### src/verilog/port_mux_pkg.sv
// constants shared by the port mux, its controller and the link between them
// assumes a 16-bit register view of every port control register
package port_mux_pkg;
  localparam int SEL_W = 4;
  // register select codes on the link
  localparam logic [3:0] SEL_P6_DATA = 4'h0;
  localparam logic [3:0] SEL_P6_DIR = 4'h1;
  localparam logic [3:0] SEL_P6_CTRL = 4'h2;
  localparam logic [3:0] SEL_P6_FUNC = 4'h3;
  localparam logic [3:0] SEL_P6_PULL = 4'h4;
  localparam logic [3:0] SEL_P9_DATA = 4'h5;
  localparam logic [3:0] SEL_P9_DIR = 4'h6;
  localparam logic [3:0] SEL_P9_CTRL = 4'h7;
  localparam logic [3:0] SEL_P9_FUNC = 4'h8;
  localparam logic [3:0] SEL_P9_EXT = 4'h9;
  localparam logic [3:0] SEL_P7_DIR = 4'ha;
  localparam logic [3:0] SEL_KEY_MODE = 4'hb;
  localparam logic [3:0] SEL_IRQ14_EDGE = 4'hc;
  localparam logic [3:0] SEL_SER3_CTRL = 4'hd;
  localparam logic [3:0] SEL_P7_DATA = 4'he;
  localparam int REG_N = 14;
  // access size on the link
  typedef enum logic [1:0] {SIZE_16, SIZE_8, SIZE_1} size_t;
  // bit positions inside small control registers
  localparam int IRQ14_RISE_BIT = 0;
  localparam int IRQ14_FALL_BIT = 1;
  localparam int SER3_RXE_BIT = 0;
  localparam int SHARED_PINS = 4;
  // reset values
  localparam logic [15:0] DIR_RESET = 16'hffff;
  localparam logic [15:0] REG_RESET = 16'h0000;
  // controller register byte addresses and command fields
  localparam logic [3:0] ADDR_CMD = 4'h0;
  localparam logic [3:0] ADDR_STATUS = 4'h4;
  localparam int CMD_SEL_LSB = 0;
  localparam int CMD_HIGH_BIT = 4;
  localparam int CMD_SIZE_LSB = 5;
  localparam int CMD_BIT_LSB = 8;
  localparam int CMD_WE_BIT = 11;
  localparam int CMD_DATA_LSB = 16;
  localparam int STAT_BUSY_BIT = 0;
  localparam int STAT_DATA_LSB = 16;
  localparam logic [1:0] RESP_OKAY = 2'h0;
  localparam logic [1:0] RESP_SLVERR = 2'h2;
endpackage

### src/verilog/port_reg_if.sv
// register link between the port controller and the port mux
// assumes both ends share clk_i; one access in flight at a time
`timescale 1ns/100ps
interface port_reg_if;
  logic req;
  logic we;
  logic [3:0] sel;
  logic high;
  port_mux_pkg::size_t size;
  logic [2:0] bit_idx;
  logic [15:0] wdata;
  logic [15:0] rdata;
  logic ack;
  modport device (input req, we, sel, high, size, bit_idx, wdata, output rdata, ack);
  modport ctrl (output req, we, sel, high, size, bit_idx, wdata, input rdata, ack);
endinterface

### src/verilog/port_alt_function_mux.sv
// port 6/7/9 control registers with high-byte aliases and alternate-function pin routing
// assumes pins and peripheral signals are synchronous to clk_i
//
// Local design decisions: the register addresses and the AXI4-Lite interface to the registers.
`timescale 1ns/100ps
module port_alt_function_mux #(
  parameter bit HAS_SERIAL3 = 1'b1
) (
  input wire logic clk_i,
  input wire logic reset_i,
  port_reg_if.device link,
  // port 6 pins and the peripheral drive that may take them over
  input wire logic [15:0] p6_pin_i,
  output logic [15:0] p6_pin_o,
  output logic [15:0] p6_oe_o,
  output logic [15:0] p6_pullup_o,
  input wire logic [15:0] p6_periph_o_i,
  input wire logic [15:0] p6_periph_oe_i,
  // port 9 pins; bits 3:0 are also shared by key-return and timer capture
  input wire logic [15:0] p9_pin_i,
  output logic [15:0] p9_pin_o,
  output logic [15:0] p9_oe_o,
  input wire logic [15:0] p9_periph_o_i,
  input wire logic [15:0] p9_periph_oe_i,
  // port 7 pins are read only; their analog use follows the direction register
  input wire logic [15:0] p7_pin_i,
  output logic [15:0] analog_input_channel_o,
  output logic [3:0] key_return_input_o,
  output logic [3:0] timer_capture_input_o,
  // one pin shared by interrupt 14 and the serial 3 receiver
  input wire logic irq14_pin_i,
  output logic external_interrupt_14_o,
  output logic serial3_receive_input_o
);
  // r holds every writable register, indexed by its select code
  typedef struct packed {
    logic [port_mux_pkg::REG_N-1:0][15:0] r;
    logic [15:0] rdata;
    logic ack;
    logic irq14_prev;
    logic [15:0] p6_o;
    logic [15:0] p6_oe;
    logic [15:0] p9_o;
    logic [15:0] p9_oe;
    logic [15:0] analog;
    logic [3:0] key;
    logic [3:0] cap;
    logic irq14;
    logic rx;
  } state_t;

  state_t q, d;

  // merge a narrow write into a 16-bit register; alias byte and bit accesses only move the upper byte, a 16-bit access ignores the alias
  function automatic logic [15:0] merge(input logic [15:0] old, input logic high,
      input port_mux_pkg::size_t size, input logic [2:0] idx, input logic [15:0] wd);
    logic [15:0] res;
    res = old;
    case (size)
      port_mux_pkg::SIZE_16: res = wd;
      port_mux_pkg::SIZE_8: begin
        if (high) res[15:8] = wd[7:0];
        else res[7:0] = wd[7:0];
      end
      // the alias supplies bit 3 of the index, so bit accesses reach all 16 bits
      port_mux_pkg::SIZE_1: res[{high, idx}] = wd[0];
      default: res = old;
    endcase
    return res;
  endfunction

  // present the addressed byte or bit in the low bits of the answer
  function automatic logic [15:0] extract(input logic [15:0] v, input logic high,
      input port_mux_pkg::size_t size, input logic [2:0] idx);
    logic [15:0] res;
    res = 16'h0000;
    case (size)
      port_mux_pkg::SIZE_16: res = v;
      port_mux_pkg::SIZE_8: res = {8'h00, high ? v[15:8] : v[7:0]};
      port_mux_pkg::SIZE_1: res = {15'h0000, v[{high, idx}]};
      default: res = 16'h0000;
    endcase
    return res;
  endfunction

  logic [15:0] p6_view;
  logic [15:0] p9_view;
  logic [15:0] cur;
  logic [15:0] p6_dir;
  logic [15:0] p6_ctrl;
  logic [15:0] p6_func;
  logic [15:0] p9_dir;
  logic [15:0] p9_ctrl;
  logic [15:0] p9_sel;
  logic [15:0] edge_en;
  logic rise;
  logic fall;
  logic [15:0] p6_alt;
  logic [15:0] p9_alt;
  logic mapped;
  logic writable;

  assign p6_dir = q.r[port_mux_pkg::SEL_P6_DIR];
  assign p6_ctrl = q.r[port_mux_pkg::SEL_P6_CTRL];
  assign p6_func = q.r[port_mux_pkg::SEL_P6_FUNC];
  assign p9_dir = q.r[port_mux_pkg::SEL_P9_DIR];
  assign p9_ctrl = q.r[port_mux_pkg::SEL_P9_CTRL];
  // either function-select bit names a port 9 function
  assign p9_sel = q.r[port_mux_pkg::SEL_P9_FUNC] | q.r[port_mux_pkg::SEL_P9_EXT];
  assign edge_en = q.r[port_mux_pkg::SEL_IRQ14_EDGE];
  assign rise = irq14_pin_i & ~q.irq14_prev;
  assign fall = ~irq14_pin_i & q.irq14_prev;
  // a control-mode pin hands its drive to the peripheral only once a function is chosen;
  // before that it stays low and undriven instead of showing an undefined level
  assign p6_alt = p6_ctrl & p6_func;
  assign p9_alt = p9_ctrl & p9_sel;
  // selects from 14 up hold no register, and port 7 data is read-only pin state
  assign mapped = link.sel < port_mux_pkg::SEL_P7_DATA;
  assign writable = link.we & mapped;
  // input pins read back through the data register, output pins read the latch
  assign p6_view = (p6_dir & p6_pin_i) | (~p6_dir & q.r[port_mux_pkg::SEL_P6_DATA]);
  assign p9_view = (p9_dir & p9_pin_i) | (~p9_dir & q.r[port_mux_pkg::SEL_P9_DATA]);

  // one access per request: the answer is registered and stands until the next one
  always_comb begin
    d = q;
    d.ack = 1'b0;
    d.irq14_prev = irq14_pin_i;
    case (link.sel)
      port_mux_pkg::SEL_P6_DATA: cur = p6_view;
      port_mux_pkg::SEL_P9_DATA: cur = p9_view;
      // reading while a conversion runs gives whatever the pins show at that moment
      port_mux_pkg::SEL_P7_DATA: cur = p7_pin_i;
      port_mux_pkg::SEL_SER3_CTRL: cur = HAS_SERIAL3 ? q.r[link.sel] : 16'h0000;
      default: cur = mapped ? q.r[link.sel] : 16'h0000;
    endcase
    // refused selects are still answered so the controller never stalls on them
    if (link.req) begin
      d.ack = 1'b1;
      d.rdata = extract(cur, link.high, link.size, link.bit_idx);
      if (writable) begin
        d.r[link.sel] = merge(q.r[link.sel], link.high, link.size, link.bit_idx,
            link.wdata);
      end
    end
    // unselected control function outputs low with its enable off rather than garbage
    // in port mode the latch drives and a set direction bit means input
    d.p6_o = (p6_alt & p6_periph_o_i) |
        (~p6_ctrl & q.r[port_mux_pkg::SEL_P6_DATA]);
    d.p6_oe = (p6_alt & p6_periph_oe_i) |
        (~p6_ctrl & ~p6_dir);
    d.p9_o = (p9_alt & p9_periph_o_i) |
        (~p9_ctrl & q.r[port_mux_pkg::SEL_P9_DATA]);
    d.p9_oe = (p9_alt & p9_periph_oe_i) |
        (~p9_ctrl & ~p9_dir);
    // the converter has no enable here: every input-mode pin is offered to it
    d.analog = q.r[port_mux_pkg::SEL_P7_DIR];
    // both functions see the shared pin; software keeps only one enabled
    d.key = p9_pin_i[port_mux_pkg::SHARED_PINS-1:0] &
        q.r[port_mux_pkg::SEL_KEY_MODE][port_mux_pkg::SHARED_PINS-1:0];
    d.cap = p9_pin_i[port_mux_pkg::SHARED_PINS-1:0] &
        p9_ctrl[port_mux_pkg::SHARED_PINS-1:0];
    // the pulse is registered on the same clock as the sample that shows the edge and lasts one clock
    d.irq14 = (rise & edge_en[port_mux_pkg::IRQ14_RISE_BIT]) |
        (fall & edge_en[port_mux_pkg::IRQ14_FALL_BIT]);
    // a stopped or absent receiver sees an idle line, never a false start bit
    d.rx = 1'b1;
    if (HAS_SERIAL3 && q.r[port_mux_pkg::SEL_SER3_CTRL][port_mux_pkg::SER3_RXE_BIT]) begin
      d.rx = irq14_pin_i;
    end
  end

  always_ff @(posedge clk_i or posedge reset_i) begin
    if (reset_i) begin
      // directions reset to input so no pin drives before software sets it up
      q <= '0;
      q.r[port_mux_pkg::SEL_P6_DIR] <= port_mux_pkg::DIR_RESET;
      q.r[port_mux_pkg::SEL_P9_DIR] <= port_mux_pkg::DIR_RESET;
      q.r[port_mux_pkg::SEL_P7_DIR] <= port_mux_pkg::DIR_RESET;
      q.rx <= 1'b1;
    end else begin
      q <= d;
    end
  end

  assign link.rdata = q.rdata;
  assign link.ack = q.ack;
  assign p6_pin_o = q.p6_o;
  assign p6_oe_o = q.p6_oe;
  assign p6_pullup_o = q.r[port_mux_pkg::SEL_P6_PULL];
  assign p9_pin_o = q.p9_o;
  assign p9_oe_o = q.p9_oe;
  assign analog_input_channel_o = q.analog;
  assign key_return_input_o = q.key;
  assign timer_capture_input_o = q.cap;
  assign external_interrupt_14_o = q.irq14;
  assign serial3_receive_input_o = q.rx;
endmodule // port_alt_function_mux

### src/flat_wrapper.sv
// flat-port wrapper written by rule: the top's interface ports become plain ports
module port_alt_function_mux_flat 
#(
  parameter bit HAS_SERIAL3 = 1'b1
)
  (clk_i, reset_i, p6_pin_i, p6_pin_o, p6_oe_o, p6_pullup_o, p6_periph_o_i, p6_periph_oe_i, p9_pin_i, p9_pin_o, p9_oe_o, p9_periph_o_i, p9_periph_oe_i, p7_pin_i, analog_input_channel_o, key_return_input_o, timer_capture_input_o, irq14_pin_i, external_interrupt_14_o, serial3_receive_input_o, link_req, link_we, link_sel, link_high, link_size, link_bit_idx, link_wdata, link_rdata, link_ack);
  port_reg_if link_i ();
  input wire logic clk_i;
  input wire logic reset_i;
  input wire logic [15:0] p6_pin_i;
  output logic [15:0] p6_pin_o;
  output logic [15:0] p6_oe_o;
  output logic [15:0] p6_pullup_o;
  input wire logic [15:0] p6_periph_o_i;
  input wire logic [15:0] p6_periph_oe_i;
  input wire logic [15:0] p9_pin_i;
  output logic [15:0] p9_pin_o;
  output logic [15:0] p9_oe_o;
  input wire logic [15:0] p9_periph_o_i;
  input wire logic [15:0] p9_periph_oe_i;
  input wire logic [15:0] p7_pin_i;
  output logic [15:0] analog_input_channel_o;
  output logic [3:0] key_return_input_o;
  output logic [3:0] timer_capture_input_o;
  input wire logic irq14_pin_i;
  output logic external_interrupt_14_o;
  output logic serial3_receive_input_o;
  input wire logic [$bits(link_i.req)-1:0] link_req;
  input wire logic [$bits(link_i.we)-1:0] link_we;
  input wire logic [$bits(link_i.sel)-1:0] link_sel;
  input wire logic [$bits(link_i.high)-1:0] link_high;
  input wire logic [$bits(link_i.size)-1:0] link_size;
  input wire logic [$bits(link_i.bit_idx)-1:0] link_bit_idx;
  input wire logic [$bits(link_i.wdata)-1:0] link_wdata;
  output wire logic [$bits(link_i.rdata)-1:0] link_rdata;
  output wire logic [$bits(link_i.ack)-1:0] link_ack;
  assign link_i.req = link_req;
  assign link_i.we = link_we;
  assign link_i.sel = link_sel;
  assign link_i.high = link_high;
  assign link_i.size = link_size;
  assign link_i.bit_idx = link_bit_idx;
  assign link_i.wdata = link_wdata;
  assign link_rdata = link_i.rdata;
  assign link_ack = link_i.ack;
  port_alt_function_mux #(.HAS_SERIAL3(HAS_SERIAL3)) u_core (.clk_i(clk_i), .reset_i(reset_i), .link(link_i), .p6_pin_i(p6_pin_i), .p6_pin_o(p6_pin_o), .p6_oe_o(p6_oe_o), .p6_pullup_o(p6_pullup_o), .p6_periph_o_i(p6_periph_o_i), .p6_periph_oe_i(p6_periph_oe_i), .p9_pin_i(p9_pin_i), .p9_pin_o(p9_pin_o), .p9_oe_o(p9_oe_o), .p9_periph_o_i(p9_periph_o_i), .p9_periph_oe_i(p9_periph_oe_i), .p7_pin_i(p7_pin_i), .analog_input_channel_o(analog_input_channel_o), .key_return_input_o(key_return_input_o), .timer_capture_input_o(timer_capture_input_o), .irq14_pin_i(irq14_pin_i), .external_interrupt_14_o(external_interrupt_14_o), .serial3_receive_input_o(serial3_receive_input_o));
endmodule
### config.mk
export PLATFORM = sky130hd
export DESIGN_NAME = port_alt_function_mux_flat
export DESIGN_NICKNAME = d
export VERILOG_FILES = /design/src/verilog/port_mux_pkg.sv /design/src/verilog/port_reg_if.sv /design/src/verilog/port_alt_function_mux.sv /design/src/flat_wrapper.sv
export SDC_FILE = /design/constraint.sdc
export NUM_CORES = 1
export LEC_CHECK = 0
export ABC_AREA = 1
export BUFFER_PORTS_ARGS = -buffer_cell sky130_fd_sc_hd__buf_2
export CORE_MARGIN = 4
export CORE_UTILIZATION = 35
export DETAILED_ROUTE_END_ITERATION = 8
export PLACE_DENSITY = 0.63
export SYNTH_ARGS = -nofsm -noshare
export SYNTH_HDL_FRONTEND = slang
export SYNTH_SLANG_ARGS = --single-unit
export TNS_END_PERCENT = 1
### constraint.sdc
create_clock -name clk_i -period 12 [get_ports clk_i]
set_clock_uncertainty 0.15 [all_clocks]
set_input_delay 1.2 -clock clk_i [delete_from_list [all_inputs] [get_ports clk_i]]
set_output_delay 1.2 -clock clk_i [all_outputs]
set_load 0.01 [all_outputs]
Word-level counts from Yosys, hierarchy flattened
Index checks and enable logic that the tools add are counted.
{ "totals": {"regBits": 332, "input_bits": 143, "out_inout_bits": 123, "word_cells": 97} }
{ "op_classes": {"n_lt_le_gt_ge": 5, "n_eq_ne": 5, "muxes": 21, "n_bitwise": 35, "reduce_logical": 5} }
{ "ops": {"columns": ["cell", "count"], "rows": [
  ["$and A16 B16 Y16", 14],
  ["$bwmux W224", 1],
  ["$or A16 B16 Y16", 7],
  ["$pmux W16 S3", 2],
  ["$mux W16", 5],
  ["$bmux W16 S4", 1],
  ["$demux W16 S4", 1],
  ["$not A16 Y16", 4],
  ["$pmux W16 S4", 1],
  ["$mux W8", 3],
  ["$bwmux W16", 1],
  ["$lt A4 B5 Y1 const B", 2],
  ["$and A4 B4 Y4", 2],
  ["$eq A4 B4 Y1 const B", 2],
  ["$ge A4 B1 Y1 const B", 2],
  ["$and A1 B1 Y1", 5],
  ["$bmux W1 S4", 1],
  ["$demux W1 S4", 1],
  ["$eq A4 B3 Y1 const B", 1],
  ["$logic_not A4 Y1", 1],
  ["$lt A4 B4 Y1 const B", 1],
  ["$mux W1", 4],
  ["$eq A2 B1 Y1 const B", 1],
  ["$eq A2 B2 Y1 const B", 1],
  ["other kinds (5)", 7]
]} }

Depth between registers and ports, before layout
Gate-level depths: netlist of the first run.
{ "depth": {"depth_word": 9, "mapped_depth": 19} }

Worst setup path after synthesis of the first run
No wires, ideal clock.
{ "synth_timing": {"kind": "input-to-reg", "start": "in link_sel[1]", "end": "reg u_core.q, in the netlist u_core.p9_ctrl[3]", "arrival_ns": 2.782, "setup_slack_ns": 9.002, "cell_stages": 14, "path_cell_list": "buf_4 > nor2_1 > clkbuf_1 > nand2_1 > nand3_1 > nand2_1 > nand2_1 > nor2_1 > nor2_1 > a21oi_1 > o221ai_2 > buf_2 > nand3_1 > nand2_1"} }
{ "synth_between": {"elab_chain_cells": 7, "elab_cells_between_ends": 16} }
{ "synth_rtl": {"columns": ["item", "line", "rtl"], "rows": [
  ["start, declared", "flat_wrapper.sv:30", "input wire logic [$bits(link_i.sel)-1:0] link_sel;"],
  ["$bmux W16 S4", "port_alt_function_mux.sv:142", "d.r[link.sel] = merge(q.r[link.sel], link.high, link.size, link.bit_idx,"],
  ["$mux W16 (not written as such)", "port_alt_function_mux.sv:142", null],
  ["$bwmux W16 or $mux W8 (tied branches)", "port_alt_function_mux.sv:66, port_alt_function_mux.sv:62", null],
  ["$pmux W16 S3", "port_alt_function_mux.sv:59", "case (size)"],
  ["$mux W16", "port_alt_function_mux.sv:141", "if (writable) begin"],
  ["$mux W16", "port_alt_function_mux.sv:138", "if (link.req) begin"],
  ["$bwmux W224", "port_alt_function_mux.sv:142", null],
  ["end, declared", "port_alt_function_mux.sv:52", "state_t q, d;"]
]} }
Parallel ways exist; a longest one is shown, timed or not. The select of a mux whose other input is x is not followed.
A chain may end at the register's enable or synchronous reset.

Worst setup path after layout of the first run
{ "layout_timing": {"start": "in link_sel[1]", "end": "reg u_core.q, in the netlist u_core.p6_func[9]"} }
Same word-level chain as after synthesis.

==> impl_metrics.tcl, run 1 <==
set metrics [dict create \
    cts_made_buffers 40 \
    post-route-period-util_pct 40.5 \
    clock_power_share_pct 38.3 \
    cp-start-kind "input port" \
    drtPass1Iterations 5 \
    cp-end-kind "register" \
    clock_latency_ns 0.58 \
    path_clk_slew_ns 0.06 \
    grt_pass1_vias 15000 \
    ys_ff_latch 332 \
    grt_max_degree 115 \
    fin_area_um2 19100 \
    grt_pass1_wl_mm 90.9 \
    path_class "input port to register" \
    top_register "u_core.q" \
    required_ns 12.24 \
    yosysUniqueCellTypes 36 \
    finalNetCount 2442 \
    p_leak_nw 9.50 \
    post-cts-setup-buffers 0 \
    crit_fanout 33 \
    cap_violations 0 \
    finalPower_mw 3.39 \
    rsz0062_at_grt "no" \
    synth_cells 2189 \
    first_iter_violations 1434 \
    yosysTopAreaCell "dfrtp_1" \
    largest_reg_flops 97 \
    cts_num_sinks 332 \
    power_density_nw_per_um2 177 \
    nFillCells 4824 \
    dpl_cell_area_um2 17700 \
    peakVddDrop_mv 0.104 \
    switching_share_pct 30.9 \
    io_buffers 265 \
    cts.repair.resized 0 \
    clock.fmax_mhz 206 \
    pwr-share-seq_pct 43.5 \
    synth_seq_area_share_pct 49.8 \
    hold_class "register to register" \
    drive_above_1_share_pct 17.8 \
    arrival_ns 5.10 \
    coreArea_um2 47000 \
    critPathBufInv 4 \
    wl_met1_mm 24.1 \
    synthesis.nets 2332 \
    grtUsageTotal_pct 23.2 \
    hpwl_mm 43.8 \
    ctsHoldBuffers 0 \
    start_util_pct 35.8 \
    yosys_warnings 0 \
    drv_slew 0 \
    cts_tree "done" \
    final_hold_viol_count 0 \
    power_frac_comb_pct 18.2 \
    post_drt_via_cell_ratio 5.15 \
    wl_met3_mm 3.97 \
    wl_met2_mm 29.7 \
    final_common_cell "nand2_1" \
    netlist.area_leader.share_pct 42.2 \
    slowest_stage "nor3_2" \
    crit_family "simple AND/OR/NAND/NOR gates" \
    die_y_um 227 \
    tns_ns 0 \
    finalSetupViolations 0 \
    drc 0 \
    place.gp.congestion 0.921 \
    rows 79 \
    grt-ovfl-total 0 \
    fin_util_pct 40.7 \
    syn_area_um2 16800 \
    clock-root-buffer "clkbuf_16" \
    synthTopCellsByArea "dfrtp_1 42%, nand2_1 18%, dfstp_2 7.7%" \
    tightest_slew_ns 1.20 \
    antenna_found_initial 3 \
    post-route-min-period_ns 4.86 \
    cp_cell_sequence "buf_2, buf_4, inv_2, nand2_1, inv_1, a22oi_1, nand2_1, nand2_1, nand2_1, nor2_2, o221ai_1, nor3_2, o21ai_0" \
    relSlewSlack_pct 19.4 \
    critPathMaxStageDelay_ns 0.90 \
    cts_max_path_buffers 3 \
    die-area_um2 51500 \
    drt.antenna.violating_nets 0 \
    p_sw_mw 1.05 \
    vias 15100 \
    status "finished, final reports clean" \
    timing.critical_path.mode_cell "nand2_1" \
    htree_levels 2 \
    wire_per_inst_um 20.5 \
    die_w_um 227 \
    dr.max_layer_used "met5" \
    io_pins 266 \
    layout_common_cells "810 x nand2_1, 283 x dfrtp_1, 265 x buf_2" \
    internal-power_mw 2.34 \
    routed_wl_mm 60.4 \
    synthToLayoutAreaGrowth_pct 13.8 \
    syn_avg_cell_area_um2 7.67 \
]
final cells by class:
class | count | area, um^2 | area share, %
sequential | 332 | 8370 | 43.8
multi-input combinational | 1468 | 6470 | 33.9
timing repair buffer | 278 | 1420 | 7.45
clock buffer | 58 | 1180 | 6.17
tap | 607 | 759 | 3.97
inverter | 179 | 679 | 3.55
clock inverter | 16 | 228 | 1.19
antenna | 1 | 2.50 | 0.0131
synthesized netlist by cell type, drive strengths merged:
master and instances:
o221ai 8, nor2 101, nand4 7, o311ai 2, clkinv 8, o21a 1, nand3 77, nor4 2
clkbuf 49, a21oi 52, dfrtp 283, and2 7, nand2 811, dfstp 49, o22ai 38, o21ai 329
o2111ai 2, buf 161, o211ai 16, a22o 3, nor3 3, a22oi 8, inv 171, o21bai 1
power groups by stage:
stage	registers, mW	clock network (mW)	logic, mW
detailed placement	1.49	0	0.619
finish	1.48	1.30	0.617
floorplan	1.44	0	0.480
global placement	1.49	0	0.609
CTS	1.47	1.32	0.622
global route	1.50	1.37	0.693
kinds of logic (layout without fill, tap and decap cells):
family	count (synthesis)	after routing	synth area share, %
AOI/OAI and AO/OA	460	460	14.8
other	0	1	0
and+or+nand+nor	1008	1008	23.6
DFF	332	332	49.8
buffers and inverters	389	531	11.7
final timing paths:
check / slack, ns / startpoint / cells past startpoint / endpoint
setup reg to reg: 9.30 / u_core.p9_ctrl[1] / 12 / u_core.p9_ctrl[1]
hold reg to reg: 0.26 / u_core.d[21] / 0 / u_core.analog_input_channel_o[11]
setup / recovery: 7.14 / link_sel[1] / 13 / u_core.p6_func[9]
max in group asynchronous: 9.48 / reset_i / 3 / u_core.link.rdata[4]
hold / removal: 0.26 / u_core.d[21] / 0 / u_core.analog_input_channel_o[11]
min in group asynchronous: 0.62 / reset_i / 2 / u_core.timer_capture_input_o[1]
routing by layer:
layer / vias up / global-route usage, %
met3: 137 / 3.73
met2: 555 / 39.9
met4: 2 / 10.2
li1: 7132 / -
met1: 7298 / 28.9
met5: - / 0
stage by stage:
stage	std cells	hold WS (ns)	setup slack [ns]
6_report	2939	0.262	7.14
3_5_place_dp	2864	0.251	6.66
2_1_floorplan	2189	0.239	1.53
3_3_place_gp	2864	0.252	6.73
4_1_cts	2938	0.263	7.27
5_1_grt	2938	0.274	6.95
(Power assumes the default switching activity.)
==> run 2: changes to the inputs <==
==> constraint.sdc (replaced) <==
create_clock -name clk_i -period 4.6 [get_ports clk_i]
set_clock_uncertainty 0.15 [all_clocks]
set_input_delay 0.46 -clock clk_i [delete_from_list [all_inputs] [get_ports clk_i]]
set_output_delay 0.46 -clock clk_i [all_outputs]
set_load 0.01 [all_outputs]
==> run 2 against run 1 <==
- worst setup slack got worse by 5.4 ns
- via count rose by 2.5%
- wire length rose by 4.8%
- clock power rose to 2.7 times the previous value
- count of clock-buffer cells in the layout fell by 5
- critical path type unchanged
- critical endpoint unchanged
==> impl_metrics.tcl, run 2 (synthesis gave the netlist of run 1 again) <==
set metrics [dict create \
    finalNetCount 2547 \
    cts_tree "done" \
    ctsHoldBuffers 66 \
    cp-start-kind "input port" \
    largest_reg_flops 97 \
    required_ns 4.87 \
    fin_ws_ns 1.72 \
    drive_above_1_share_pct 18.6 \
    start_util_pct 35.8 \
    num_antenna_cells 0 \
    routed_wl_mm 63.3 \
    vias 15500 \
    post-route-period-util_pct 62.7 \
    grt_pass1_vias 15500 \
    power_frac_comb_pct 18.5 \
    grtUsageTotal_pct 24.2 \
    die_y_um 227 \
    crit_fanout 29 \
    post-cts-setup-buffers 0 \
    fin_area_um2 20100 \
    dp.cells 2903 \
    fin_util_pct 42.9 \
    coreArea_um2 47000 \
    p_sw_mw 2.76 \
    first_iter_violations 1484 \
    switching_share_pct 30.5 \
    hpwl_mm 45.8 \
    r2r_end "u_core.q[110]" \
    htree_levels 2 \
    clock.fmax_mhz 347 \
    io_pins 266 \
    die_w_um 227 \
    top_register "u_core.q" \
    worstHoldStart "p9_periph_o_i[10]" \
    wl_met3_mm 3.14 \
    layout_common_cells "810 x nand2_1, 283 x dfrtp_1, 265 x buf_2" \
    dpl_cell_area_um2 18000 \
    cts_num_sinks 332 \
    rows 79 \
    grt_pass1_wl_mm 94.9 \
    drv_slew 0 \
    status "finished, final reports clean" \
    finalSetupViolations 0 \
    grt_max_degree 161 \
    dr.max_layer_used "met4" \
    cts.repair.resized 0 \
    startpoint "link_sel[1]" \
    clock-root-buffer "clkbuf_16" \
    whs_ns 0.0253 \
    drc 0 \
    clock_latency_ns 0.58 \
    reg2reg_depth 15 \
    antenna_found_initial 0 \
    critical_path.endpoint "u_core.p6_func[9]" \
    internal-power_mw 6.27 \
    hold_class "input port to register" \
    drt.antenna.violating_nets 0 \
    r2r-start "u_core.p9_ctrl[2]" \
    peakVddDrop_mv 0.232 \
    tns_ns 0 \
    cts_made_buffers 40 \
    post_drt_via_cell_ratio 5.10 \
    final_hold_viol_count 0 \
    cts_max_path_buffers 3 \
    nFillCells 4762 \
    finalPower_mw 9.03 \
    place.gp.congestion 0.925 \
    clock_power_share_pct 38.8 \
    dpl_worst_slack_ns 1.12 \
    wl_met1_mm 26.1 \
    io_buffers 265 \
    cp-end-kind "register" \
    hold-path-cell-count 3 \
    path_clk_slew_ns 0.06 \
    tightest_slew_ns 1.15 \
    arrival_ns 3.15 \
    wl_met2_mm 31.7 \
    wire_per_inst_um 20.8 \
    final_common_cell "nand2_1" \
    fin_cells 3043 \
    reg2reg_setup_slack_ns 2.10 \
    post-route-min-period_ns 2.88 \
    power_density_nw_per_um2 448 \
    pwr-share-seq_pct 42.7 \
    cap_violations 0 \
    rsz0062_at_grt "no" \
    p_leak_nw 10.0 \
    synthToLayoutAreaGrowth_pct 20.0 \
    relSlewSlack_pct 23.4 \
    grt-ovfl-total 0 \
    path_class "input port to register" \
    drtPass1Iterations 5 \
    die-area_um2 51500 \
]
## run 2: cell type report
cell class              count  area, um^2  share of cell area, %
clock buffers              53        1120                   5.57
flip-flops and latches    332        8370                   41.5
repair buffers            383        2400                   11.9
inverters                 179         676                   3.35
well taps                 607         759                   3.77
clock inverters            21         359                   1.78
multi-input cells        1468        6460                   32.1
## run 2: per-layer routing
layer	vias up	global-route usage (%)
met5	-	0
met4	0	8.49
met3	119	3.04
met2	596	43.1
met1	7448	30.6
li1	7343	-
## run 2: worst min path at each step
| stage | to | slack (ns) |
|---|---|---|
| after floorplan | u_core.analog_input_channel_o[11] | 0.24 |
| after global placement | u_core.analog_input_channel_o[11] | 0.26 |
| after detailed placement | u_core.analog_input_channel_o[11] | 0.25 |
| after CTS | u_core.p9_pin_o[10] | 0.001 |
| after global routing | u_core.p9_pin_o[10] | 0.02 |
| final | u_core.p9_pin_o[10] | 0.03 |
## run 2: power by group through the flow
stage | logic (mW) | registers (mW) | clock network, mW
after floorplan | 1.25 | 3.76 | 0
after global placement | 1.61 | 3.89 | 0
after detailed placement | 1.63 | 3.90 | 0
after CTS | 1.68 | 3.85 | 3.59
after global routing | 1.87 | 3.92 | 3.69
final | 1.67 | 3.86 | 3.50
## run 2: worst max-delay path, stage by stage
cell and delay [ns]:
buf_2 0.11, buf_4 0.38, nor2_1 0.10, buf_4 0.27, a22oi_1 0.21, nand2_1 0.09
nand2_1 0.08, nand2_1 0.11, nor2_2 0.22, a21oi_1 0.12, nor3_2 0.57, buf_4 0.29
o21ai_0 0.09
==> run 3: changes to the inputs <==
==> constraint.sdc (replaced) <==
create_clock -name clk_i -period 2.81 [get_ports clk_i]
set_clock_uncertainty 0.15 [all_clocks]
set_input_delay 0.281 -clock clk_i [delete_from_list [all_inputs] [get_ports clk_i]]
set_output_delay 0.281 -clock clk_i [all_outputs]
set_load 0.01 [all_outputs]
==> run 3 against run 2 <==
- worst setup slack got worse by 1.3 ns
- wire length down 0.91%
- sequential share of layout area is 0.95 points lower
- non-clock buffer count rose by 55
- count of clock-buffer cells in the layout increased by 1
- global-route usage shrank 0.25 points
- critical path depth shrank 4
- utilization increased by 1.0 points
- highest routed layer is now met5
==> impl_metrics.tcl, run 3 (synthesis gave the netlist of run 1 again) <==
set metrics [dict create \
    status "finished, final reports clean" \
    grt_pass1_wl_mm 94.0 \
    post_drt_via_cell_ratio 5.09 \
    multiInputGateArea_um2 6460 \
    use_met2_pct 41.9 \
    largest_reg_flops 97 \
    die_y_um 227 \
    antenna_found_initial 1 \
    final_hold_viol_count 0 \
    synthToLayoutAreaGrowth_pct 22.8 \
    whs_ns 0.0455 \
    clock_latency_ns 0.58 \
    first_iter_violations 1334 \
    wire_per_inst_um 20.3 \
    arrival_ns 2.68 \
    htree_levels 2 \
    gr-usage-met1_pct 31.0 \
    fin_area_um2 20600 \
    post-route-period-util_pct 86.2 \
    p_leak_nw 10.3 \
    cp-start-kind "input port" \
    finalNetCount 2600 \
    clock.fmax_mhz 413 \
    grtUsageTotal_pct 24.0 \
    grt_pass1_vias 15400 \
    cts_max_path_buffers 3 \
    hold_class "input port to register" \
    cts_tree "done" \
    cts.repair.resized 0 \
    grt-busiest-layer "met2" \
    die-area_um2 51500 \
    drive_above_1_share_pct 19.9 \
    tightest_slew_ns 1.19 \
    path_clk_slew_ns 0.07 \
    dpl_cell_area_um2 18600 \
    crit_fanout 14 \
    io_pins 266 \
    top_register "u_core.q" \
    drv_slew 0 \
    grt_use_met3_pct 3.80 \
    finalSetupViolations 0 \
    drt.antenna.violating_nets 0 \
    coreArea_um2 47000 \
    fin_ws_ns 0.387 \
    cap_violations 0 \
    num_antenna_cells 0 \
    dpl_worst_slack_ns 0.112 \
    die_w_um 227 \
    io_buffers 265 \
    regArea_um2 8370 \
    ctsHoldBuffers 72 \
    tns_ns 0 \
    drtPass1Iterations 5 \
    power_density_nw_per_um2 697 \
    post-cts-setup-buffers 0 \
    vias 15800 \
    cts_num_sinks 332 \
    cts_made_buffers 38 \
    place.gp.congestion 0.939 \
    cp-end-kind "register" \
    final_common_cell "nand2_1" \
    layout_common_cells "810 x nand2_1, 283 x dfrtp_1, 265 x buf_2" \
    grt-ovfl-total 0 \
    grt_max_degree 84 \
    nFillCells 4641 \
    rsz0062_at_grt "no" \
    clock-root-buffer "clkbuf_16" \
    required_ns 3.06 \
    path_class "input port to register" \
    hpwl_mm 45.8 \
    routed_wl_mm 62.7 \
    relSlewSlack_pct 20.3 \
    drc 0 \
    start_util_pct 35.8 \
    peakVddDrop_mv 0.458 \
    post-route-min-period_ns 2.42 \
    rows 79 \
]
## run 3: cell count changes in the layout (fill, tap and decap cells not counted), sizes merged
cell         before  now
clkbuf           53   54
bufinv            8    3
dlygate4sd3      66   72
clkinv           20   17
buf             317  366
inv             170  172
## run 3: layout make-up
cell class | count | area share, %
sequential | 332 | 40.6
multi-input combinational | 1468 | 31.3
inverter | 179 | 3.28
tap | 607 | 3.68
timing repair buffer | 438 | 14.9
clock inverter | 15 | 0.953
clock buffer | 54 | 5.29
## run 3: stage by stage
stage	utilization, %	power [mW]	instances
6_report	43.9	14.4	3093
5_1_grt	43.9	15.1	3093
4_1_cts	43.9	14.4	3093
3_5_place_dp	39.6	9.19	2952
3_3_place_gp	39.6	9.14	2952
2_1_floorplan	-	8.21	2189
## run 3: worst max-delay path: stages
cell and delay (ns):
dlygate4sd3_1 0.53, buf_2 0.20, inv_1 0.18, nor2_1 0.09
clkinv_1 0.17, o21ai_0 0.15, buf_4 0.18, nor4_4 0.71
o21ai_0 0.17
## run 3: power breakdown
part	switching (mW)	leakage [nW]	internal (mW)
combinational	1.75	5.48	1.12
sequential	0.631	4.15	5.70
clock	2.14	0.635	3.01
total	4.52	10.3	9.84
## run 3: worst paths after layout
check	endpoint	start	slack, ns	cells after the start
max	u_core.p6_pullup_o[14]	link_high	0.39	9
min	u_core.link.rdata[12]	p7_pin_i[12]	0.05	4
max reg2reg	u_core.q[263]	u_core.p6_dir[11]	0.47	12
min reg2reg	u_core.analog_input_channel_o[7]	u_core.d[17]	0.27	0
max in group asynchronous	u_core.serial3_receive_input_o	reset_i	1.41	4
min in group asynchronous	u_core.p6_pin_o[8]	reset_i	0.21	3
## run 3: routing by layer
metal,up-vias,part of all wire (%),wire (um)
li1,7466,-,-
met1,7598,41,25800
met2,594,50,31200
met3,92,6.4,4010
met4,2,2.8,1740
met5,-,0.021,13
